### src/core/spi_regmap_pkg.sv
// Package with the register map, field positions and reset values.
package spi_regmap_pkg;

  // Address and data widths of the serial port.
  localparam int ADDR_W = 15;
  localparam int DATA_W = 8;
  localparam int HDR_BITS = 16;
  localparam int POS_W = 24;

  // Byte addresses of the registers.
  localparam logic [14:0] OFS_PORT_CONFIG   = 15'h0000;
  localparam logic [14:0] OFS_CLASS         = 15'h0003;
  localparam logic [14:0] OFS_FAMILY_LO     = 15'h0004;
  localparam logic [14:0] OFS_FAMILY_HI     = 15'h0005;
  localparam logic [14:0] OFS_MAKER_LO      = 15'h000c;
  localparam logic [14:0] OFS_MAKER_HI      = 15'h000d;
  localparam logic [14:0] OFS_USER_CONFIG   = 15'h0010;
  localparam logic [14:0] OFS_REF_CTRL0     = 15'h0029;
  localparam logic [14:0] OFS_REF_CTRL1     = 15'h002a;
  localparam logic [14:0] OFS_POS_LO        = 15'h002c;
  localparam logic [14:0] OFS_POS_MID       = 15'h002d;
  localparam logic [14:0] OFS_POS_HI        = 15'h002e;

  // Address step of a streaming access.
  localparam logic [14:0] ADDR_STEP = 15'h0001;

  // Field positions in the port configuration register.
  localparam int SOFT_RESET_BIT = 7;
  localparam int ASCEND_BIT     = 5;
  localparam int SDO_ACTIVE_BIT = 4;

  // Field positions in the user configuration register.
  localparam int ADDR_HOLD_BIT = 0;

  // Field positions in the first reference clock control register.
  localparam int PROC_EN_BIT = 6;
  localparam int RECV_EN_BIT = 5;
  localparam int FINE_WIN_BIT = 4;
  localparam int SEL_MSB = 3;
  localparam int SEL_LSB = 0;

  // Field positions in the second reference clock control register.
  localparam int TSTAMP_BIT = 3;
  localparam int DEV_LVPECL_BIT = 2;
  localparam int REF_LVPECL_BIT = 1;
  localparam int REF_INV_BIT = 0;

  // Reset values.
  localparam logic [7:0] PORT_CONFIG_RST = 8'h30;
  localparam logic [3:0] CLASS_HI_RST    = 4'h0;
  localparam logic [7:0] USER_CONFIG_RST = 8'h00;
  localparam logic [7:0] REF_CTRL0_RST   = 8'h00;
  localparam logic [7:0] REF_CTRL1_RST   = 8'h00;
  localparam logic [7:0] UNMAPPED_READ   = 8'h00;

  // Writable bits of the port configuration register.
  localparam logic [7:0] PORT_CONFIG_WMASK = 8'h6f;

  // Least serial clock half period, in system clock cycles.
  localparam int SCLK_MIN_HALF_CYC = 3;

endpackage

### src/core/spi_access_if.sv
// Interface between the serial shifter and the register bank.
interface spi_access_if;

  // Header and data events from the shifter, read data back.
  logic        hdrDone;
  logic        rnw;
  logic [14:0] addr;
  logic        byteDone;
  logic [7:0]  wdata;
  logic [7:0]  rdata;

  modport shifter (
    output hdrDone,
    output rnw,
    output addr,
    output byteDone,
    output wdata,
    input  rdata
  );

  modport bank (
    input  hdrDone,
    input  rnw,
    input  addr,
    input  byteDone,
    input  wdata,
    output rdata
  );

endinterface

### src/core/spi_serial_port.sv
// Serial port shifter: header capture, byte assembly and read shifting.
module spi_serial_port (
  // Clock and reset.
  input  wire logic   clk,
  input  wire logic   rst_n,
  // Serial pins.
  input  wire logic   sclk,
  input  wire logic   csN,
  input  wire logic   sdi,
  output logic        sdo,
  // Register bank side.
  spi_access_if.shifter acc
);

  logic        sclkPrev_r;
  logic        inHdr_r;
  logic [3:0]  bitCnt_r;
  logic [15:0] shiftIn_r;
  logic [7:0]  txShift_r;
  logic        rise;
  logic        fall;

  // Edges of the serial clock seen only inside a frame.
  assign rise = sclk & ~sclkPrev_r & ~csN;
  assign fall = ~sclk & sclkPrev_r & ~csN;

  // Previous serial clock level.
  always_ff @(posedge clk) begin
    if (!rst_n) begin
      sclkPrev_r <= 1'b0;
    end else begin
      sclkPrev_r <= sclk;
    end
  end

  // Bit counting and input shifting; a high select restarts the header.
  always_ff @(posedge clk) begin
    if (!rst_n || csN) begin
      inHdr_r   <= 1'b1;
      bitCnt_r  <= 4'h0;
      shiftIn_r <= 16'h0000;
    end else if (rise) begin
      shiftIn_r <= {shiftIn_r[14:0], sdi};
      if (inHdr_r && bitCnt_r == 4'hf) begin
        inHdr_r  <= 1'b0;
        bitCnt_r <= 4'h0;
      end else if (!inHdr_r && bitCnt_r == 4'h7) begin
        bitCnt_r <= 4'h0;
      end else begin
        bitCnt_r <= bitCnt_r + 4'h1;
      end
    end
  end

  // Header and byte events, one cycle after the completing edge.
  always_ff @(posedge clk) begin
    if (!rst_n) begin
      acc.hdrDone  <= 1'b0;
      acc.byteDone <= 1'b0;
      acc.rnw      <= 1'b0;
      acc.addr     <= 15'h0000;
      acc.wdata    <= 8'h00;
    end else begin
      acc.hdrDone  <= rise & inHdr_r & (bitCnt_r == 4'hf);
      acc.byteDone <= rise & ~inHdr_r & (bitCnt_r == 4'h7);
      if (rise && inHdr_r && bitCnt_r == 4'hf) begin
        acc.rnw  <= shiftIn_r[14];
        acc.addr <= {shiftIn_r[13:0], sdi};
      end
      if (rise && !inHdr_r && bitCnt_r == 4'h7) begin
        acc.wdata <= {shiftIn_r[6:0], sdi};
      end
    end
  end

  // Read data leaves most significant bit first on falling edges.
  always_ff @(posedge clk) begin
    if (!rst_n || csN) begin
      txShift_r <= 8'h00;
      sdo       <= 1'b0;
    end else if (fall && !inHdr_r && acc.rnw) begin
      if (bitCnt_r == 4'h0) begin
        sdo       <= acc.rdata[7];
        txShift_r <= {acc.rdata[6:0], 1'b0};
      end else begin
        sdo       <= txShift_r[7];
        txShift_r <= {txShift_r[6:0], 1'b0};
      end
    end
  end

endmodule

### src/core/position_snapshot.sv
// Holds the capture position steady while a serial frame is open.
module position_snapshot #(
  parameter int POS_W = spi_regmap_pkg::POS_W
) (
  // Clock and reset.
  input  wire logic             clk,
  input  wire logic             rst_n,
  // Freeze control and live position.
  input  wire logic             freeze,
  input  wire logic [POS_W-1:0] posIn,
  // Held position.
  output logic      [POS_W-1:0] posHeld
);

  // Track the live value outside frames so all bytes read coherently.
  always_ff @(posedge clk) begin
    if (!rst_n) begin
      posHeld <= '0;
    end else if (!freeze) begin
      posHeld <= posIn;
    end
  end

endmodule

### src/core/id_and_sync_clock_config_regs.sv
// Identification and reference clock configuration register bank.
module id_and_sync_clock_config_regs #(
  // Identification codes; the values are arbitrary.
  parameter logic [3:0]  DEVICE_CLASS = 4'h5,
  parameter logic [15:0] FAMILY_CODE  = 16'h1234,
  parameter logic [15:0] MAKER_CODE   = 16'habcd
) (
  // Clock and reset.
  input  wire logic        clk,
  input  wire logic        rst_n,
  // Serial configuration port.
  input  wire logic        sclk,
  input  wire logic        csN,
  input  wire logic        sdi,
  output logic             sdo,
  // Capture position from the reference windowing logic.
  input  wire logic [23:0] refCapturePos,
  // Reference controls.
  output logic             refReceiverEnable,
  output logic             refProcessorEnable,
  output logic             refFineWindow,
  output logic [3:0]       refDelaySelect,
  // Second clock control bits.
  output logic             refTimestampEnable,
  output logic             devClkLvpeclEnable,
  output logic             refLvpeclEnable,
  output logic             refInvert
);

  spi_access_if acc ();

  logic [7:0]  portCfg_r;
  logic [3:0]  classHi_r;
  logic [7:0]  userCfg_r;
  logic [7:0]  refCtrl0_r;
  logic [7:0]  refCtrl1_r;
  logic        softRst_r;
  logic [14:0] curAddr_r;
  logic [23:0] posHeld;
  logic        regRst;
  logic        wrEn;
  logic        ascend;
  logic        addrHold;
  logic [7:0]  rdByte;

  // Serial shifter.
  spi_serial_port u_port (
    .clk   (clk),
    .rst_n (rst_n),
    .sclk  (sclk),
    .csN   (csN),
    .sdi   (sdi),
    .sdo   (sdo),
    .acc   (acc)
  );

  // Capture position held steady during frames.
  position_snapshot #(
    .POS_W (spi_regmap_pkg::POS_W)
  ) u_snap (
    .clk     (clk),
    .rst_n   (rst_n),
    .freeze  (~csN),
    .posIn   (refCapturePos),
    .posHeld (posHeld)
  );

  // Register reset covers pin reset and the self-clearing soft reset.
  assign regRst   = ~rst_n | softRst_r;
  assign wrEn     = acc.byteDone & ~acc.rnw;
  assign ascend   = portCfg_r[spi_regmap_pkg::ASCEND_BIT];
  assign addrHold = userCfg_r[spi_regmap_pkg::ADDR_HOLD_BIT];

  // Streaming address: loaded by the header, stepped after each byte unless the address hold bit is set.
  always_ff @(posedge clk) begin
    if (!rst_n) begin
      curAddr_r <= 15'h0000;
    end else if (acc.hdrDone) begin
      curAddr_r <= acc.addr;
    end else if (acc.byteDone && !addrHold) begin
      if (ascend) begin
        curAddr_r <= curAddr_r + spi_regmap_pkg::ADDR_STEP;
      end else begin
        curAddr_r <= curAddr_r - spi_regmap_pkg::ADDR_STEP;
      end
    end
  end

  // Soft reset request lasts one cycle and then clears itself.
  always_ff @(posedge clk) begin
    if (!rst_n) begin
      softRst_r <= 1'b0;
    end else begin
      softRst_r <= wrEn &&
                   curAddr_r == spi_regmap_pkg::OFS_PORT_CONFIG &&
                   acc.wdata[spi_regmap_pkg::SOFT_RESET_BIT];
    end
  end

  // Port configuration; the soft reset and active bits are not stored.
  always_ff @(posedge clk) begin
    if (regRst) begin
      portCfg_r <= spi_regmap_pkg::PORT_CONFIG_RST;
    end else if (wrEn && curAddr_r == spi_regmap_pkg::OFS_PORT_CONFIG) begin
      portCfg_r <= (acc.wdata & spi_regmap_pkg::PORT_CONFIG_WMASK) |
                   (portCfg_r & ~spi_regmap_pkg::PORT_CONFIG_WMASK);
    end
  end

  // Reserved upper nibble of the class register keeps what is written.
  always_ff @(posedge clk) begin
    if (regRst) begin
      classHi_r <= spi_regmap_pkg::CLASS_HI_RST;
    end else if (wrEn && curAddr_r == spi_regmap_pkg::OFS_CLASS) begin
      classHi_r <= acc.wdata[7:4];
    end
  end

  // User configuration with the address hold bit.
  always_ff @(posedge clk) begin
    if (regRst) begin
      userCfg_r <= spi_regmap_pkg::USER_CONFIG_RST;
    end else if (wrEn && curAddr_r == spi_regmap_pkg::OFS_USER_CONFIG) begin
      userCfg_r <= acc.wdata;
    end
  end

  // First reference clock control register.
  always_ff @(posedge clk) begin
    if (regRst) begin
      refCtrl0_r <= spi_regmap_pkg::REF_CTRL0_RST;
    end else if (wrEn && curAddr_r == spi_regmap_pkg::OFS_REF_CTRL0) begin
      refCtrl0_r <= acc.wdata;
    end
  end

  // Second reference clock control register.
  always_ff @(posedge clk) begin
    if (regRst) begin
      refCtrl1_r <= spi_regmap_pkg::REF_CTRL1_RST;
    end else if (wrEn && curAddr_r == spi_regmap_pkg::OFS_REF_CTRL1) begin
      refCtrl1_r <= acc.wdata;
    end
  end

  // Control outputs straight from the stored bits.
  assign refReceiverEnable =
    refCtrl0_r[spi_regmap_pkg::RECV_EN_BIT];
  assign refProcessorEnable =
    refCtrl0_r[spi_regmap_pkg::PROC_EN_BIT];
  assign refFineWindow =
    refCtrl0_r[spi_regmap_pkg::FINE_WIN_BIT];
  assign refDelaySelect =
    refCtrl0_r[spi_regmap_pkg::SEL_MSB:spi_regmap_pkg::SEL_LSB];
  assign refTimestampEnable = refCtrl1_r[spi_regmap_pkg::TSTAMP_BIT];
  assign devClkLvpeclEnable = refCtrl1_r[spi_regmap_pkg::DEV_LVPECL_BIT];
  assign refLvpeclEnable    = refCtrl1_r[spi_regmap_pkg::REF_LVPECL_BIT];
  assign refInvert          = refCtrl1_r[spi_regmap_pkg::REF_INV_BIT];

  // Read data for the current streaming address.
  always_comb begin
    rdByte = spi_regmap_pkg::UNMAPPED_READ;
    unique case (curAddr_r)
      spi_regmap_pkg::OFS_PORT_CONFIG: begin
        rdByte = portCfg_r;
        rdByte[spi_regmap_pkg::SOFT_RESET_BIT] = 1'b0;
        rdByte[spi_regmap_pkg::SDO_ACTIVE_BIT] = 1'b1;
      end
      spi_regmap_pkg::OFS_CLASS: begin
        rdByte = {classHi_r, DEVICE_CLASS};
      end
      spi_regmap_pkg::OFS_FAMILY_LO:   rdByte = FAMILY_CODE[7:0];
      spi_regmap_pkg::OFS_FAMILY_HI:   rdByte = FAMILY_CODE[15:8];
      spi_regmap_pkg::OFS_MAKER_LO:    rdByte = MAKER_CODE[7:0];
      spi_regmap_pkg::OFS_MAKER_HI:    rdByte = MAKER_CODE[15:8];
      spi_regmap_pkg::OFS_USER_CONFIG: rdByte = userCfg_r;
      spi_regmap_pkg::OFS_REF_CTRL0:   rdByte = refCtrl0_r;
      spi_regmap_pkg::OFS_REF_CTRL1:   rdByte = refCtrl1_r;
      spi_regmap_pkg::OFS_POS_LO:      rdByte = posHeld[7:0];
      spi_regmap_pkg::OFS_POS_MID:     rdByte = posHeld[15:8];
      spi_regmap_pkg::OFS_POS_HI:      rdByte = posHeld[23:16];
      default:                         rdByte = spi_regmap_pkg::UNMAPPED_READ;
    endcase
  end

  // Family and maker bytes have no storage, so writes there change nothing; the class upper nibble is stored.
  assign acc.rdata = rdByte;

endmodule

### config.mk
export PLATFORM = sky130hd
export DESIGN_NAME = id_and_sync_clock_config_regs
export DESIGN_NICKNAME = d
export VERILOG_FILES = /design/src/core/spi_regmap_pkg.sv /design/src/core/spi_access_if.sv /design/src/core/spi_serial_port.sv /design/src/core/position_snapshot.sv /design/src/core/id_and_sync_clock_config_regs.sv
export SDC_FILE = /design/constraint.sdc
export NUM_CORES = 1
export LEC_CHECK = 0
export CAP_MARGIN = 20
export CORE_MARGIN = 2
export CORE_UTILIZATION = 45
export CTS_BUF_LIST = sky130_fd_sc_hd__clkbuf_16
export CTS_CLUSTER_SIZE = 16
export DETAILED_ROUTE_END_ITERATION = 8
export DONT_BUFFER_PORTS = 1
export GPL_ROUTABILITY_DRIVEN = 1
export PLACE_DENSITY_LB_ADDON = 0.12
export SYNTH_ARGS = -nofsm -noshare
export SYNTH_HDL_FRONTEND = slang
export SYNTH_SLANG_ARGS = --single-unit
### constraint.sdc
create_clock -name clk -period 6.9 [get_ports clk]
set_clock_uncertainty 0.1 [all_clocks]
set_input_delay 0.69 -clock clk [delete_from_list [all_inputs] [get_ports clk]]
set_output_delay 0.69 -clock clk [all_outputs]
set_load 0.01 [all_outputs]
==> impl_metrics.ini, run 1 <==
[run_status]
outcome = complete, no violations

[logic_synthesis]
synth_top_area_share_pct = 42.7
dominant_combinational_cell_family_by_area_after_synthesis = simple AND/OR/NAND/NOR gates
synth_sequential_area_ratio_pct = 42.7
post_synth.cell_area_avg_sq_um = 8.22
syn_nets = 781
synth.cells.most_frequent = dfxtp_1 (129), nand2_1 (125), a21oi_1 (90)
ys_types = 63
yosys-top-cells-area = dfxtp_1 (43%), nand2_1 (7.8%), a21oi_1 (7.4%)
postSynthRegisterBits = 129
synthesis.area_sq_mm = 0.00605
synth_mux_area_share_pct = 7.44
synth_adder_area_share_pct = 3.43
postSynth.topFlopCell = dfxtp_1
synth-edff-count = 0
post_synth_and_or_nand_nor_area_fraction_pct = 21.6
postSynthCellCount = 736
synthesized_area_fraction_occupied_by_xor_and_xnor_cells_pct = 1.59
synthMostInstantiatedCell = dfxtp_1
synth_compound_area_share_pct = 19.0
ys.warnings.count = 0
post-synth-top-area-cell = dfxtp_1
synth_async_sr_flop_share_pct = 0

[timing]
setup-tns-final_ns = 0
slew_violations = 0
fmax_mhz = 315
worstMarginPinSlew_ns = 0.989
post-route-period-util_pct = 46.1
final_period_minus_worst_setup_slack_ns = 3.18
rsz0062_at_grt = no
timing.final.setup_violations = 0
slew-limit-headroom_pct = 33.9
report.final.hold_viol_count = 0

[pwr]
power.density_mw_per_mm2 = 249
static-leakage-power_nw = 2.54
vdd_ir_drop_max_mv = 0.169

[grt]
global_route.overflow_total = 0
grt_pass1_vias = 4836
grt_start_max_net_pins = 55
grt_antenna_before_repair = 0
wire_length_of_the_first_global_routing_pass_um = 25600
track_usage_pct = 22.8

[clock_network]
max-clock-path-buffers = 2
clk_root_buffer_cell = clkbuf_16
cts_repair_resize_count = 0
cts.repair_timing.setup_buffer_count = 0
cts_stage_hold_buffer_count = 0
tritoncts = built
tritoncts_num_sinks = 129
cts-htree-levels = 4
cts.reportedPaths.clkPinSlew_ns = 0.06
clock_latency_ns = 0.41
cts_made_buffers = 17

[run]
cap_violations = 0

[layout]
fin_area_sq_mm = 0.00669
design.final.nets = 758
area_added_between_synthesis_and_finish_pct = 10.5
antenna_cells_inserted = 0
layout-drive-gt1-share_pct = 7.45

[floorplan]
floorplan.die_area_sq_mm = 0.0144
dieHeight_um = 120
initial_core_util_pct = 45.9
die_w_um = 120
coreArea_sq_mm = 0.0132
io_pins = 41
core.rowCount = 42

[setup_path]
kind_of_launch_point_of_the_worst_setup_path = flop
timing.setup.critical_path_class = flop to flop
cp.required_ns = 7.15
critical_path.endpoint_type = flop
critPathArrivalTime_ns = 3.43
worst-path-max-fanout = 17

[place]
detailed_place_hpwl_um = 11400
placed_area_sq_mm = 0.00611
gpl.final_weighted_congestion = 0.898
count_of_input_and_output_buffers = 0

[routing]
detailroute.via_count = 5283
firstDrtPassIters = 5
drc = 0
ant_nets = 0
wirelength_um = 16100
vias_per_cell = 5.86
routed_wire_length_per_instance_um = 17.9
drt_iter0_drc = 478

[hold_path]
min-delay-path-class = input port to flop
==> final cells by class <==
class | instances | area, sq um
Clock buffer | 17 | 425
Clock inverter | 14 | 143
Multi-Input combinational cell | 546 | 3220
Inverter | 12 | 45.0
Tap cell | 176 | 220
Fill cell | 1283 | 6500
Timing Repair Buffer | 7 | 52.6
Sequential cell | 129 | 2580
==> final timing paths <==
kind	start	to	slack, ns	cells after the start
worst max-delay path	curAddr_r[1]	u_port.sdo	3.72	7
worst min register to register	u_port.acc.addr[11]	u_port.acc.addr[11]	0.35	2
worst max register to register	curAddr_r[1]	u_port.sdo	3.72	7
worst min-delay path	rst_n	u_port.sclkPrev_r	0.30	1
==> stage by stage <==
step / util, % / hold WS [ns] / setup slack (ns) / total power [mW] / cells
after global routing: 50.7 / 0.284 / 3.46 / 1.72 / 901
after CTS: 50.7 / 0.290 / 3.84 / 1.68 / 900
after floorplan: - / 0.331 / 4.42 / 0.810 / 736
after global placement: 46.3 / 0.335 / 3.89 / 0.815 / 869
final: 50.7 / 0.305 / 3.72 / 1.67 / 901
after detailed placement: 46.3 / 0.345 / 3.84 / 0.816 / 869
==> power by group <==
group	leakage [nW]	switching [mW]	internal [mW]
logic	1.22	0.0249	0.0132
clock network	0.270	0.338	0.528
registers	1.04	0.00637	0.755
==> critical path, cell delays in order, from the launching register on <==
cell and delay, ns:
dfxtp_1 0.51, nor2_1 0.74, nand2_1 0.28, nor4b_2 0.87
a22oi_1 0.22, o211ai_1 0.15, a221oi_1 0.10, nor2_1 0.14
==> kinds of logic (layout without fill, tap and decap cells) <==
kind of cell,after synthesis,count (layout)
flops,129,129
buf+inv,61,50
compound gates,186,186
xor+xnor,11,11
mux,45,45
simple gates,288,288
fa+ha+maj,16,16
==> routing by layer <==
metal  vias up  GRT usage, %  wire length (um)
li1       2550             -                 -
met1      2528          31.6              7540
met2       175          34.0              7100
met3        30          6.08              1110
met4         0          8.09               378
met5         -             0                 0
==> cells in the final DEF, fill, tap and decap left out, types with 11 or more instances in the layout <==
cell / n
dfxtp_1: 129
nand2_1: 125
a21oi_1: 90
nor2_1: 66
mux2i_1: 45
nand3_1: 36
o21ai_0: 30
clkbuf_16: 17
ha_1: 15
inv_1: 12
nor3_1: 11
==> sequential cells by signal, indices dropped and copies added, names as in the netlist, 4 cells and up <==
| signal | cells |
|---|---|
| u_snap.posHeld | 24 |
| curAddr_r | 15 |
| u_port.acc.addr | 15 |
| u_port.shiftIn_r | 15 |
| refCtrl0_r | 8 |
| refCtrl1_r | 8 |
| u_port.acc.wdata | 8 |
| userCfg_r | 8 |
| u_port.txShift_r | 7 |
| portCfg_r | 6 |
| classHi_r | 4 |
| u_port.bitCnt_r | 4 |
(Power assumes the default switching activity.)
==> inputs of run 2 (changes only) <==
Settings changed: ABC_AREA from default to 1.
Clock period 6.9 ns to 3.3 ns, I/O delays scaled along.
==> impl_metrics.ini, run 2 <==
[pwr]
static-leakage-power_nw = 3.13
vdd_ir_drop_max_mv = 0.335
power.density_mw_per_mm2 = 488

[logic_synthesis]
ys.warnings.count = 0
post-synth-top-area-cell = dfxtp_1
postSynth.topFlopCell = dfxtp_1
synthesis.area_sq_mm = 0.00628
postSynthCellCount = 894
synth_sequential_area_ratio_pct = 41.1
yosys-top-cells-area = dfxtp_1 (41%), nand2_1 (10%), a21oi_1 (7.5%)
synth-edff-count = 0
ys_types = 40
postSynthRegisterBits = 129
post_synth.cell_area_avg_sq_um = 7.03
synthMostInstantiatedCell = nand2_1
synth_async_sr_flop_share_pct = 0
synth_top_area_share_pct = 41.1
synth.cells.most_frequent = nand2_1 (173), dfxtp_1 (129), nor2_1 (113)
syn_nets = 939

[layout]
max_flop_register = u_snap.posHeld
nFillCells = 1367
layout.area.seq_sq_mm = 0.00258
design.final.nets = 967
multi_input_comb_area_sq_mm = 0.00317
antenna_cells_inserted = 0
layout_common_cells = nand2_1 (173), dfxtp_1 (129), nor2_1 (112)
final_common_cell = nand2_1
fin_area_sq_mm = 0.00735
layout-drive-gt1-share_pct = 7.28
post_layout_util_pct = 53.4
largest_register_ffs = 24
area_added_between_synthesis_and_finish_pct = 17.0

[clock_network]
clock_latency_ns = 0.42
tritoncts = built
cts.repair_timing.setup_buffer_count = 0
clk_root_buffer_cell = clkbuf_16
max-clock-path-buffers = 2
cts_made_buffers = 17
tritoncts_num_sinks = 129
cts.reportedPaths.clkPinSlew_ns = 0.05
cts-htree-levels = 4

[grt]
global_route.overflow_total = 0
grt_start_max_net_pins = 49
grt_antenna_before_repair = 0
grt_pass1_vias = 5759
wire_length_of_the_first_global_routing_pass_um = 29800
track_usage_pct = 26.1

[routing]
ant_nets = 0
vias_per_cell = 5.35
drt_iter0_drc = 416
wirelength_um = 18300
firstDrtPassIters = 5
routed_wire_length_per_instance_um = 16.4
detailroute.via_count = 5962
drc = 0

[hold_path]
hold_path_stages = 2
hold_start = csN
min_to = u_snap.posHeld[6]
min-delay-path-class = input port to flop

[setup_path]
critPathArrivalTime_ns = 2.85
critical_path.startpoint = curAddr_r[14]
ff2ff_setup_slack_ns = 0.69
rr_worst_depth = 12
cp.required_ns = 3.55
timing.setup.critical_path_class = flop to flop
r2r_end = u_port.txShift_r[4]
worst-path-max-fanout = 17
start_of_the_worst_register_to_register_path = curAddr_r[14]
critical_path.endpoint_type = flop
kind_of_launch_point_of_the_worst_setup_path = flop

[run]
cap_violations = 0

[timing]
rsz0062_at_grt = no
final.hold.worst_slack_ns = 0.00647
worstMarginPinSlew_ns = 0.858
post-route-period-util_pct = 79.0
final_period_minus_worst_setup_slack_ns = 2.61
timing.final.setup_violations = 0
slew_violations = 0
slew-limit-headroom_pct = 42.6
setup-tns-final_ns = 0
fmax_mhz = 384
report.final.hold_viol_count = 0

[floorplan]
floorplan.die_area_sq_mm = 0.0149
core.rowCount = 43
dieHeight_um = 122
initial_core_util_pct = 45.6
io_pins = 41
die_w_um = 122
coreArea_sq_mm = 0.0138

[place]
detailed_place_hpwl_um = 13200
gpl.final_weighted_congestion = 0.963
placed_area_sq_mm = 0.00639
count_of_input_and_output_buffers = 0

[run_status]
outcome = complete, no violations
-- run 2: layer usage --
| metal | wire, um | global-route usage, % | up-vias |
|---|---|---|---|
| li1 | - | - | 3000 |
| met1 | 9260 | 37.7 | 2784 |
| met2 | 7810 | 38.3 | 155 |
| met3 | 995 | 6.60 | 23 |
| met4 | 245 | 7.54 | 0 |
| met5 | 0 | 0 | - |
-- run 2: logic make-up (layout without fill, tap and decap cells) --
kind of cell	Yosys count	count (layout)	synth area share (%)
XOR/XNOR	11	11	1.53
AO/OA/AOI/OAI	237	237	20.4
flip-flops	129	129	41.1
buffers and inverters	131	171	8.48
AND/OR/NAND/NOR	370	370	25.2
adder cells (fa/ha/maj)	16	16	3.30
-- run 2: how the worst max path moves through the flow --
stage	to	slack [ns]	cells after the start
floorplan	curAddr_r[11]	1.31	10
global placement	u_port.txShift_r[7]	0.76	12
detailed placement	u_port.txShift_r[4]	0.79	12
CTS	portCfg_r[6]	0.77	7
global route	u_port.acc.addr[3]	0.46	7
finish	u_port.txShift_r[4]	0.69	12
-- run 2: worst max-delay path, stage by stage (launching register included) --
cell and delay (ns):
dfxtp_1 0.35, nor2_1 0.11, nand2_1 0.07, nor2_2 0.53
buf_4 0.35, nand2_4 0.12, nor2_2 0.27, nand2_1 0.08
o21ai_1 0.18, nor2_1 0.11, nand2_1 0.08, nand2_1 0.05
a21oi_1 0.12
-- run 2: repair_timing --
item                                   4_1_cts  5_1_grt
endpoints found under the hold margin       50        0
resized for setup                            0        0
hold buffers                                38        0
-- run 2: layout make-up --
class | count | area share, %
multi-input combinational | 634 | 43.1
clock buffer | 17 | 5.78
timing repair buffer | 45 | 6.02
inverter | 95 | 4.85
clock inverter | 14 | 2.04
sequential | 129 | 35.1
tap | 180 | 3.06
-- run 2: stage by stage --
step	std cells	total power, mW	setup slack [ns]
4_1_cts	1114	3.60	0.772
3_3_place_gp	1045	1.72	0.762
5_1_grt	1114	3.70	0.461
6_report	1114	3.59	0.694
3_5_place_dp	1045	1.72	0.795
2_1_floorplan	894	1.70	1.31
-- run 2: power by group --
group	switching, mW	total, mW	internal (mW)	leakage, nW
Sequential	0.0166	1.60	1.59	1.05
Combinational	0.0778	0.139	0.0615	1.79
Clock	0.679	1.85	1.17	0.290
==> inputs of run 3 (changes only) <==
Clock period 3.3 ns to 2.1 ns, I/O delays scaled along.
==> impl_metrics.ini, run 3 (synthesized netlist as in run 2, its figures left out) <==
[grt]
wire_length_of_the_first_global_routing_pass_um = 29200
grt_pass1_vias = 5637
track_usage_pct = 25.6
grt_start_max_net_pins = 50
global_route.overflow_total = 0
grt_antenna_before_repair = 0

[layout]
final_common_cell = nand2_1
design.final.nets = 1000
antenna_cells_inserted = 0
layout-drive-gt1-share_pct = 11.1
layout_common_cells = nand2_1 (172), dfxtp_1 (128), nor2_1 (109)
area_added_between_synthesis_and_finish_pct = 22.9
max_flop_register = u_snap.posHeld
final_cell_count_no_fill = 1148
post_layout_util_pct = 56.1
largest_register_ffs = 24

[floorplan]
io_pins = 41
die_w_um = 122
coreArea_sq_mm = 0.0138
initial_core_util_pct = 45.6
dieHeight_um = 122
core.rowCount = 43
floorplan.die_area_sq_mm = 0.0149

[clock_network]
tritoncts = built
cts-htree-levels = 4
clock_latency_ns = 0.42
max-clock-path-buffers = 2
clk_root_buffer_cell = clkbuf_16
cts.reportedPaths.clkPinSlew_ns = 0.06
tritoncts_num_sinks = 129
cts_made_buffers = 17

[routing]
vias_per_cell = 5.37
detailroute.via_count = 6160
drc = 0
ant_nets = 0
wirelength_um = 18300
drt_iter0_drc = 529
routed_wire_length_per_instance_um = 15.9
firstDrtPassIters = 5

[setup_path]
kind_of_launch_point_of_the_worst_setup_path = flop
worst-path-max-fanout = 9
critPathArrivalTime_ns = 2.24
timing.setup.critical_path_class = flop to flop
worst_path_most_repeated_cell = nand2_1
cp_cell_instances = inv_2 > ha_1 > a21oi_1 > nand2_1 > nand2_1 > nand2_1 > a21oi_2 > xnor2_1 > nand2_1 > a21oi_1
critical_path.endpoint_type = flop
cp_slowest_cell = ha_1
cp_slowest_stage_delay_ns = 0.36
cp.required_ns = 2.35

[timing]
slew-limit-headroom_pct = 66.2
rsz0062_at_grt = yes
setup-tns-final_ns = 0
timing.final.setup_violations = 0
report.final.hold_viol_count = 0
fmax_mhz = 503
slew_violations = 0
post-route-period-util_pct = 94.7
worstMarginPinSlew_ns = 0.501
final.hold.worst_slack_ns = 0.0282
final_period_minus_worst_setup_slack_ns = 1.99

[hold_path]
min-delay-path-class = input port to flop

[place]
placed_cells = 1070
count_of_input_and_output_buffers = 0
gpl.final_weighted_congestion = 0.977
detailed_place_hpwl_um = 12900

[run_status]
outcome = complete, no violations

[pwr]
vdd_ir_drop_max_mv = 0.600
power.density_mw_per_mm2 = 759
static-leakage-power_nw = 3.31

[run]
cap_violations = 0
[run 3: changes by cell type in the layout (fill, tap and decap cells not counted), sizes merged]
cell         before  now
buf               8   33
bufinv            3    4
dlygate4sd3      37   45
clkinvlp          1    2
clkinv            9    8
[run 3: layout make-up]
class	instances	area, sq um
clock buffers	17	425
clock inverters	15	193
multi-input cells	634	3220
well taps	180	225
flip-flops and latches	129	2580
repair buffers	78	727
fillers	1326	6050
inverters	95	357
[run 3: stage by stage]
| step | instance area (sq um) | power [mW] | setup slack [ns] |
|---|---|---|---|
| finish | 7730 | 5.86 | 0.112 |
| global route | 7730 | 6.05 | -0.0294 |
| CTS | 7680 | 5.89 | 0.0397 |
| detailed placement | 6590 | 2.71 | 0.0706 |
| global placement | 6590 | 2.71 | 0.0852 |
| floorplan | 6280 | 2.67 | 0.115 |
[run 3: per-layer routing]
layer	GRT usage (%)	share of wire, %
met5	0	0
met4	8.41	1.7
met3	7.30	8.3
met2	36.8	43
met1	36.8	47
[run 3: critical path: cells and delay by family (launching register included)]
family                     cells  cell delay, ns
DFF                            1            0.34
xor gates and xnor gates       1            0.16
and+or+nand+nor                4            0.41
AOI/OAI and AO/OA              3            0.45
adders and majority gates      1            0.36
buffers and inverters          1            0.10
[run 3: report_power, final]
group | total (mW) | switching, mW | leakage, nW | internal [mW]
Sequential | 2.52 | 0.0244 | 1.05 | 2.49
Combinational | 0.242 | 0.131 | 1.97 | 0.111
Clock | 3.11 | 1.13 | 0.302 | 1.98
[run 3: final timing paths]
kind	from	to	slack (ns)	depth (start not counted)
worst max-delay path	portCfg_r[5]	curAddr_r[9]	0.11	10
worst max register to register	portCfg_r[5]	curAddr_r[9]	0.11	10
worst min register to register	u_port.shiftIn_r[14]	u_port.shiftIn_r[14]	0.35	2
worst min-delay path	rst_n	u_port.acc.addr[9]	0.03	3
[run 3: what timing repair did]
action | 4_1_cts | 5_1_grt
hold endpoints to repair | 50 | 0
hold buffers | 46 | 0
gates resized for setup | 0 | 15
setup endpoints to repair | 0 | 12
setup buffers | 0 | 0
